## config.mk

```make
export PLATFORM = sky130hd
export DESIGN_NAME = dsm_top
export DESIGN_NICKNAME = d
export VERILOG_FILES = /design/src/core/dsm_edge_sync.v /design/src/core/dsm_carrier_mux.v /design/src/core/dsm_top.v
export VERILOG_INCLUDE_DIRS = /design/src /design/src/core
export SDC_FILE = /design/constraint.sdc
export NUM_CORES = 1
export LEC_CHECK = 0
export CORE_MARGIN = 5
export CORE_UTILIZATION = 35
export DETAILED_ROUTE_END_ITERATION = 12
export DONT_BUFFER_PORTS = 1
export SYNTH_ARGS = -nofsm -noshare
export SYNTH_HDL_FRONTEND = slang
export SYNTH_SLANG_ARGS = --single-unit
```

## constraint.sdc

```tcl
create_clock -name CLOCK_I -period 3.4 [get_ports CLOCK_I]
set_clock_uncertainty 0.15 [all_clocks]
set_input_delay 0.68 -clock CLOCK_I [delete_from_list [all_inputs] [get_ports CLOCK_I]]
set_output_delay 0.68 -clock CLOCK_I [all_outputs]
set_load 0.01 [all_outputs]
```

## src/core/dsm_defs.vh

```
// Purpose: constants for the signal mixer (register map, fields, codes)
// Assumes: Avalon-MM slave, 32-bit words, 8-bit registers in low bits
// Notes:   byte addresses are word aligned
`ifndef DSM_DEFS_VH
`define DSM_DEFS_VH

// ********************************
// register byte addresses
// ********************************
`define DSM_ADDR_MOD_CTRL    4'h0
`define DSM_ADDR_CAR_CTRL    4'h4
`define DSM_ADDR_MOD_SRC     4'h8
`define DSM_ADDR_HCAR_SEL    4'hC
`define DSM_ADDR_LCAR_SEL    4'h0
`define DSM_ADDR_LCAR_PAGE   1'b1

// ********************************
// field positions
// ********************************
`define DSM_BIT_ENABLE       7
`define DSM_BIT_OUT_STATUS   5
`define DSM_BIT_OUT_POL      4
`define DSM_BIT_SW_DATA      0
`define DSM_BIT_HCAR_POL     5
`define DSM_BIT_HCAR_SYNC    4
`define DSM_BIT_LCAR_POL     1
`define DSM_BIT_LCAR_SYNC    0

// ********************************
// reset values and widths
// ********************************
`define DSM_MOD_CTRL_RST     8'h00
`define DSM_CAR_CTRL_RST     8'h00
`define DSM_MOD_SRC_RST      5'h00
`define DSM_CAR_SEL_RST      4'h0
`define DSM_MOD_CTRL_WMASK   8'h91
`define DSM_CAR_CTRL_WMASK   8'h33
`define DSM_ZERO32           32'h0000_0000

// ********************************
// source codes
// ********************************
`define DSM_MS_PIN           5'h00
`define DSM_MS_SWBIT         5'h01
`define DSM_MS_LAST          5'h13
`define DSM_MS_COUNT         20
`define DSM_CS_COUNT         16

`endif

```

## src/core/dsm_edge_sync.v

```verilog
// Purpose: registers an asynchronous-looking input and flags falling edges
// Assumes: input already synchronous to CLOCK_I
// Notes:   one flop of delay; fall is a one-cycle pulse
`timescale 1ns/100ps
`default_nettype none
module dsm_edge_sync (
    // clock and reset
    input  wire clk_i,
    input  wire rst_n_i,
    // signal
    input  wire sig_i,
    output reg  sig_o,
    output wire fall_o
);
    reg prev_reg;

    // sample and keep last value for edge detection
    always @(posedge clk_i) begin
        if (!rst_n_i) begin
            sig_o    <= 1'b0;
            prev_reg <= 1'b0;
        end else begin
            sig_o    <= sig_i;
            prev_reg <= sig_o;
        end
    end

    assign fall_o = prev_reg & ~sig_o;
endmodule
`default_nettype wire

```

## src/core/dsm_carrier_mux.v

```verilog
// Purpose: picks one of sixteen carrier sources and applies polarity
// Assumes: code 0 is the routed pin, 1 system clock, 2 fast osc, 3 ref clk
// Notes:   disabled mixer forces the carrier low
`timescale 1ns/100ps
`default_nettype none
module dsm_carrier_mux (
    // selection
    input  wire [3:0]  code_i,
    input  wire        invert_i,
    input  wire        enable_i,
    // sources
    input  wire [15:0] src_i,
    // result
    output wire        car_o
);
    // polarity after selection, ground when disabled
    assign car_o = enable_i & (src_i[code_i] ^ invert_i);
endmodule
`default_nettype wire

```

## src/core/dsm_top.v

```verilog
// Purpose: data signal mixer with Avalon-MM register access
// Assumes: one 40 MHz clock, all source inputs synchronous to it
// Notes:   output pin and status bit come from flip-flops
//
// Contract
// - enable bit seven mixes; clear means no output
// - status bit five shows current modulated output
// - polarity bit four inverts output, idles high
// - software bit used only with source code one; the code also makes it the modulator whenever disabled
// - high carrier polarity bit inverts high carrier
// - high sync waits high carrier falling edge
// - low carrier polarity bit inverts low carrier
// - low sync waits low carrier falling edge
// - five-bit source select; zero selects routed pin
// - codes two to six select PWM units
// - codes seven to eleven: PWM, oscillator, comparators
// - codes twelve to seventeen: logic cells, serial lines
// - eighteen, nineteen sync serial; above connects nothing
// - high carrier codes zero to three: pin, clocks
// - high carrier codes four to eight: PWM units
// - high carrier nine to fifteen: PWM, oscillator, cells
// - unimplemented register bits read as zero
// - output is enable AND active carrier
// - disabled forces carriers low, software bit modulates
// - low carrier selector uses same encoding
//
// The Avalon-MM register port and the placing of the registers were chosen for this implementation.
`timescale 1ns/100ps
`default_nettype none
`include "dsm_defs.vh"
module dsm_top (
    // clock and reset
    input  wire        CLOCK_I,
    input  wire        RESETN_I,
    // avalon-mm slave
    input  wire [4:0]  AVS_ADDRESS_I,
    input  wire        AVS_READ_I,
    input  wire        AVS_WRITE_I,
    input  wire [31:0] AVS_WRITEDATA_I,
    input  wire [3:0]  AVS_BYTEENABLE_I,
    output reg  [31:0] AVS_READDATA_O,
    output reg         AVS_WAITREQUEST_O,
    output reg  [1:0]  AVS_RESPONSE_O,
    // routed input pins
    input  wire        MOD_PIN_I,
    input  wire        HCAR_PIN_I,
    input  wire        LCAR_PIN_I,
    // on-chip sources
    input  wire        SYS_CLK_SIG_I,
    input  wire        FAST_OSC_I,
    input  wire        REF_CLK_I,
    input  wire [4:0]  PWM_UNIT_I,
    input  wire [1:0]  PWM_EXTRA_I,
    input  wire        NUM_OSC_I,
    input  wire [1:0]  COMPARATOR_I,
    input  wire [3:0]  LOGIC_CELL_I,
    input  wire        ASYNC_DT_I,
    input  wire        ASYNC_TXCK_I,
    input  wire [1:0]  SYNC_SDO_I,
    // modulated output
    output reg         MOD_OUT_O
);
    // ********************************
    // registers
    // ********************************
    reg       enable_reg;
    reg       out_pol_reg;
    reg       sw_bit_reg;
    reg       hcar_pol_reg;
    reg       hcar_sync_reg;
    reg       lcar_pol_reg;
    reg       lcar_sync_reg;
    reg [4:0] mod_code_reg;
    reg [3:0] hcar_code_reg;
    reg [3:0] lcar_code_reg;
    reg       status_reg;
    reg       use_high_reg;
    reg       use_high_next;
    reg       ack_reg;
    reg [7:0] rd_byte;
    reg       hit;

    wire        wr_lo = AVS_BYTEENABLE_I[0];
    wire        req   = (AVS_READ_I | AVS_WRITE_I) & ~ack_reg;
    wire        pin_mod;
    wire        pin_h;
    wire        pin_l;
    wire        fall_h;
    wire        fall_l;
    wire        car_h;
    wire        car_l;
    wire [31:0] mod_src;
    wire [15:0] car_src_h;
    wire [15:0] car_src_l;

    // ********************************
    // input pin registers
    // ********************************
    dsm_edge_sync u_mod_pin (
        .clk_i   (CLOCK_I),
        .rst_n_i (RESETN_I),
        .sig_i   (MOD_PIN_I),
        .sig_o   (pin_mod),
        .fall_o  ()
    );
    dsm_edge_sync u_hcar_pin (
        .clk_i   (CLOCK_I),
        .rst_n_i (RESETN_I),
        .sig_i   (HCAR_PIN_I),
        .sig_o   (pin_h),
        .fall_o  ()
    );
    dsm_edge_sync u_lcar_pin (
        .clk_i   (CLOCK_I),
        .rst_n_i (RESETN_I),
        .sig_i   (LCAR_PIN_I),
        .sig_o   (pin_l),
        .fall_o  ()
    );

    // ********************************
    // source tables
    // ********************************
    // modulator sources; codes from twenty upward read zero
    assign mod_src = {12'h000,
                      SYNC_SDO_I,
                      ASYNC_TXCK_I, ASYNC_DT_I,
                      LOGIC_CELL_I,
                      COMPARATOR_I, NUM_OSC_I,
                      PWM_EXTRA_I,
                      PWM_UNIT_I,
                      sw_bit_reg, pin_mod};

    // carrier sources share one encoding, code zero differs
    assign car_src_h = {LOGIC_CELL_I, NUM_OSC_I, PWM_EXTRA_I,
                        PWM_UNIT_I,
                        REF_CLK_I, FAST_OSC_I, SYS_CLK_SIG_I,
                        pin_h};
    assign car_src_l = {car_src_h[15:1], pin_l};

    dsm_carrier_mux u_hcar (
        .code_i   (hcar_code_reg),
        .invert_i (hcar_pol_reg),
        .enable_i (enable_reg),
        .src_i    (car_src_h),
        .car_o    (car_h)
    );
    dsm_carrier_mux u_lcar (
        .code_i   (lcar_code_reg),
        .invert_i (lcar_pol_reg),
        .enable_i (enable_reg),
        .src_i    (car_src_l),
        .car_o    (car_l)
    );

    // carrier falling edges for the sync waits
    dsm_edge_sync u_hfall (
        .clk_i   (CLOCK_I),
        .rst_n_i (RESETN_I),
        .sig_i   (car_h),
        .sig_o   (),
        .fall_o  (fall_h)
    );
    dsm_edge_sync u_lfall (
        .clk_i   (CLOCK_I),
        .rst_n_i (RESETN_I),
        .sig_i   (car_l),
        .sig_o   (),
        .fall_o  (fall_l)
    );

    // ********************************
    // mixing
    // ********************************
    // disabled: software bit is the modulator whatever the code
    wire mod_sig = enable_reg ? mod_src[mod_code_reg] : sw_bit_reg;

    // carrier switchover, optionally held until a falling edge
    always @* begin
        use_high_next = use_high_reg;
        if (mod_sig && !use_high_reg) begin
            if (!lcar_sync_reg || fall_l || !car_l) begin
                use_high_next = 1'b1;
            end
        end else if (!mod_sig && use_high_reg) begin
            if (!hcar_sync_reg || fall_h || !car_h) begin
                use_high_next = 1'b0;
            end
        end
    end

    // modulator high passes the high carrier, low passes the low carrier;
    // during a sync wait the old carrier stays, so no pulse is cut short
    wire active_car = use_high_next ? car_h : car_l;
    wire mixed      = enable_reg & active_car;
    wire pin_level  = mixed ^ out_pol_reg;

    always @(posedge CLOCK_I) begin
        if (!RESETN_I) begin
            use_high_reg <= 1'b0;
            MOD_OUT_O    <= 1'b0;
            status_reg   <= 1'b0;
        end else begin
            use_high_reg <= use_high_next;
            MOD_OUT_O    <= pin_level;
            status_reg   <= pin_level;
        end
    end

    // ********************************
    // register read mux
    // ********************************
    always @* begin
        rd_byte = 8'h00;
        hit     = 1'b1;
        case (AVS_ADDRESS_I)
            {1'b0, `DSM_ADDR_MOD_CTRL}: begin
                rd_byte[`DSM_BIT_ENABLE]     = enable_reg;
                rd_byte[`DSM_BIT_OUT_STATUS] = status_reg;
                rd_byte[`DSM_BIT_OUT_POL]    = out_pol_reg;
                rd_byte[`DSM_BIT_SW_DATA]    = sw_bit_reg;
            end
            {1'b0, `DSM_ADDR_CAR_CTRL}: begin
                rd_byte[`DSM_BIT_HCAR_POL]  = hcar_pol_reg;
                rd_byte[`DSM_BIT_HCAR_SYNC] = hcar_sync_reg;
                rd_byte[`DSM_BIT_LCAR_POL]  = lcar_pol_reg;
                rd_byte[`DSM_BIT_LCAR_SYNC] = lcar_sync_reg;
            end
            {1'b0, `DSM_ADDR_MOD_SRC}:  rd_byte = {3'b000, mod_code_reg};
            {1'b0, `DSM_ADDR_HCAR_SEL}: rd_byte = {4'h0, hcar_code_reg};
            {`DSM_ADDR_LCAR_PAGE, `DSM_ADDR_LCAR_SEL}:
                rd_byte = {4'h0, lcar_code_reg};
            default: hit = 1'b0;
        endcase
    end

    // ********************************
    // avalon slave: one wait state, then acknowledge
    // ********************************
    // registered answer keeps readdata and waitrequest flop-driven
    always @(posedge CLOCK_I) begin
        if (!RESETN_I) begin
            ack_reg           <= 1'b0;
            AVS_WAITREQUEST_O <= 1'b1;
            AVS_READDATA_O    <= `DSM_ZERO32;
            AVS_RESPONSE_O    <= 2'b00;
        end else begin
            ack_reg           <= req;
            AVS_WAITREQUEST_O <= ~req;
            if (req) begin
                AVS_READDATA_O <= AVS_READ_I ? {24'h000000, rd_byte} : `DSM_ZERO32;
                AVS_RESPONSE_O <= hit ? 2'b00 : 2'b11;
            end
        end
    end

    // register writes land on the edge the request is accepted
    always @(posedge CLOCK_I) begin
        if (!RESETN_I) begin
            enable_reg    <= 1'b0;
            out_pol_reg   <= 1'b0;
            sw_bit_reg    <= 1'b0;
            hcar_pol_reg  <= 1'b0;
            hcar_sync_reg <= 1'b0;
            lcar_pol_reg  <= 1'b0;
            lcar_sync_reg <= 1'b0;
            mod_code_reg  <= `DSM_MOD_SRC_RST;
            hcar_code_reg <= `DSM_CAR_SEL_RST;
            lcar_code_reg <= `DSM_CAR_SEL_RST;
        end else if (ack_reg && AVS_WRITE_I && wr_lo) begin
            case (AVS_ADDRESS_I)
                {1'b0, `DSM_ADDR_MOD_CTRL}: begin
                    enable_reg  <= AVS_WRITEDATA_I[`DSM_BIT_ENABLE];
                    out_pol_reg <= AVS_WRITEDATA_I[`DSM_BIT_OUT_POL];
                    sw_bit_reg  <= AVS_WRITEDATA_I[`DSM_BIT_SW_DATA];
                end
                {1'b0, `DSM_ADDR_CAR_CTRL}: begin
                    hcar_pol_reg  <= AVS_WRITEDATA_I[`DSM_BIT_HCAR_POL];
                    hcar_sync_reg <= AVS_WRITEDATA_I[`DSM_BIT_HCAR_SYNC];
                    lcar_pol_reg  <= AVS_WRITEDATA_I[`DSM_BIT_LCAR_POL];
                    lcar_sync_reg <= AVS_WRITEDATA_I[`DSM_BIT_LCAR_SYNC];
                end
                {1'b0, `DSM_ADDR_MOD_SRC}:  mod_code_reg  <= AVS_WRITEDATA_I[4:0];
                {1'b0, `DSM_ADDR_HCAR_SEL}: hcar_code_reg <= AVS_WRITEDATA_I[3:0];
                {`DSM_ADDR_LCAR_PAGE, `DSM_ADDR_LCAR_SEL}:
                    lcar_code_reg <= AVS_WRITEDATA_I[3:0];
                default: ;
            endcase
        end
    end
endmodule
`default_nettype wire

```

==> summary.md <==
| Metric | Value |
|---|---|
| Outcome | `finished clean` |
| Clock power share | `36.7%` |
| Synth area leaders | `dfxtp_1 35%, mux4_2 10%, buf_4 8.7%, mux2i_1 8.5%, mux4_1 4.7%` |
| Die Area | `between 8000 and 9000 um2` |
| Via count | `1,608` |
| Number of setup buffers added after CTS | `0` |
| H-tree levels | `2` |
| Root buffer cell | `clkbuf_8` |
| Sequential fraction of the synthesis area | `34.8%` |
| Most used DFF post-synth | `dfxtp_1` |
| Vias in the first global route | `1,570` |
| Internal power | `0.629 mW` |
| Flop-to-flop setup slack | `about 0.7 ns` |
| DRT antenna net count | `0` |
| Min Tclk post-route | `approximately 2.7 ns` |
| DR iter-0 viols | `113` |
| Sw Share | `24.3%` |
| Placer Congestion | `around 0.78` |
| Commonest non-fill, non-tap cell in the layout | `dfxtp_1` |
| Critical path class | `register to register` |
| R2R Path Start | `hcar_code_reg[1]` |
| Share of cells above drive strength 1 | `11.5%` |
| First-pass GRT wire length | `roughly 8.4 mm` |
| Number of synthesized flops with an enable pin | `0` |
| Worst Hold Class | `register to register` |
| Die W | `between 90 and 100 um` |
| Max-slew violation count | `0` |
| Sequential Area | `between 700 and 800 um2` |
| Maximum vdd drop | `180 uV` |
| CP startpoint kind | `register` |
| Post-Place Setup Slack | `between 0.6 and 0.7 ns` |
| Final nets | `295` |
| Top cell type's share of synthesized area | `34.8%` |
| Largest net degree at the start of global routing | `26` |
| Hold Fails Final Rpt | `0` |
| Required time worst endpoint | `around 3.4 ns` |
| Initial antenna violation count | `0` |
| Core area | `6310 um2` |
| Synth warnings | `0` |
| Max clock buf depth | `2` |
| Yosys top cell by area | `dfxtp_1` |
| Number of diodes | `0` |
| Worst hold stages | `1` |
| Hold Path End | `u_lfall.prev_reg` |
| Multi-input combinational cell area | `1280 um2` |
| Final Setup Violations | `0` |
| Clock Pin Slew Worst Setup and Hold Paths | `around 0.070 ns` |
| Library cells used by synthesis | `42` |
| Cts hold-fix bufs | `0` |
| Mapped Cells | `roughly 230` |
| Port bufs | `0` |
| Starting Density | `a little over a third` |
| Post-route setup TNS | `0 ns` |
| CTS tree | `yes` |
| Async set-reset flop share out of synthesis | `0%` |
| CTS Buf Count | `5` |
| FF-to-FF End | `status_reg` |
| Residual DRC | `0` |
| Hold_ws | `0.309 ns` |
| Worst setup EP type | `register` |
| Comb pwr share | `7.0%` |
| Seq pwr share | `56.3%` |
| Fin crit share | `79.4%` |
| Worst-skew pair later-pin latency | `approximately 0.29 ns` |
| HPWL after DPL | `4.18 mm` |
| Remaining global-route overflow | `0` |
| CTS sink count | `39` |
| Rel. slew slack | `49.1%` |
| Wirelength per Cell | `approximately 18 um` |
| I/O pins | `105` |
| Switching Power | `0.202 mW` |
| Total GRT Usage | `12.9%` |
| Max Fclk | `0.370 GHz` |
| Critical path peak fanout | `6` |
| Row cnt | `29` |
| Final Worst Setup Slack | `0.700 ns` |
| Max cap viols | `0` |
| Cell area after synthesis | `2250 um2` |
| Worst slew pin tran | `between 0.7 and 0.8 ns` |
| Crit path DAT | `roughly 2.7 ns` |
| Cell Pwr Density | `366 nW/um2` |
| Leakage | `around 0.77 nW` |
| RSZ-0062 raised after global routing | `no` |
| Filler cells | `663` |
| Max FFs per register | `7` |
| R2R cell count | `6` |
| Die height | `90.1 um` |
| Via/cell ratio | `between 5 and 6` |
| Area Overhead vs Synth | `1.06%` |
| PostCTS Resize Cnt | `0` |
| TritonRoute pass-1 iters | `4` |
| Most frequent cells in the layout | `39 x dfxtp_1, 25 x conb_1, 24 x nand2_1` |
| Post-synthesis register bit count | `39` |
| Crit path launch | `hcar_code_reg[1]` |
| Post-Syn Area per Cell | `9.68 um2` |
| Drt total wl | `approximately 5.3 mm` |
| Hold wc startpoint | `u_lfall.sig_o` |
logic make-up after synthesis:
group,after synthesis,share of synthesized area (%)
DFF,39,34.8
other,1,0.167
xor gates and xnor gates,2,1.11
buffers and inverters,42,12.0
muxes,36,24.7
and+or+nand+nor,84,17.9
AOI/OAI and AO/OA,28,9.36
worst max-delay path by stage:
stage,to,cells after the start
CTS,status_reg,6
finish,status_reg,6
floorplan,status_reg,6
detailed placement,status_reg,6
global route,status_reg,6
global placement,status_reg,6
worst max-delay path: stages (launching register included):
cell	delay [ns]
dfxtp_1	0.53
mux4_2	0.55
mux2i_1	0.20
mux2_2	0.39
or3_1	0.44
a211oi_2	0.23
a311oi_1	0.07
area by class of cell:
class | instances | area share (%)
multi-input combinational | 175 | 56.6
timing repair buffer | 1 | 0.331
inverter | 4 | 0.662
clock inverter | 2 | 0.551
clock buffer | 6 | 3.20
sequential | 39 | 34.4
tap | 77 | 4.24
synthesized netlist by cell type, types with 3 or more instances:
library cell	n
dfxtp_1	39
nor4_1	4
nand2_1	24
o21ai_0	3
buf_4	26
mux4_1	4
nand3_1	12
mux2_2	3
nor3_1	4
nand4_1	3
and2_1	8
buf_1	3
nor2_1	20
clkbuf_1	7
mux2i_1	19
a21oi_1	10
mux4_2	10
inv_1	3
power groups by stage:
stage                     clock [mW]  combinational (mW)  sequential, mW
final                          0.305              0.0583           0.468
after floorplan                    0              0.0777           0.476
after CTS                      0.313              0.0578           0.468
after global routing           0.332              0.0641           0.468
after global placement             0              0.0573           0.478
after detailed placement           0              0.0578           0.478
per-layer routing:
layer / global-route usage [%] / up-vias / wire, um
li1: - / 774 / -
met1: 16.1 / 770 / 2210
met2: 20.9 / 62 / 2610
met3: 5.26 / 2 / 505
met4: 2.61 / 0 / 23
met5: 0 / - / 0
metrics by stage:
step / power, mW / util [%] / area, um2 / instances
6_report: 0.831 / 35.9 / 2270 / 304
5_1_grt: 0.864 / 35.9 / 2270 / 304
4_1_cts: 0.838 / 35.9 / 2270 / 304
3_5_place_dp: 0.536 / 34.6 / 2180 / 296
3_3_place_gp: 0.536 / 34.6 / 2180 / 296
2_1_floorplan: 0.554 / - / 2340 / 256
Note: power is estimated with default switching activity, not from simulation.
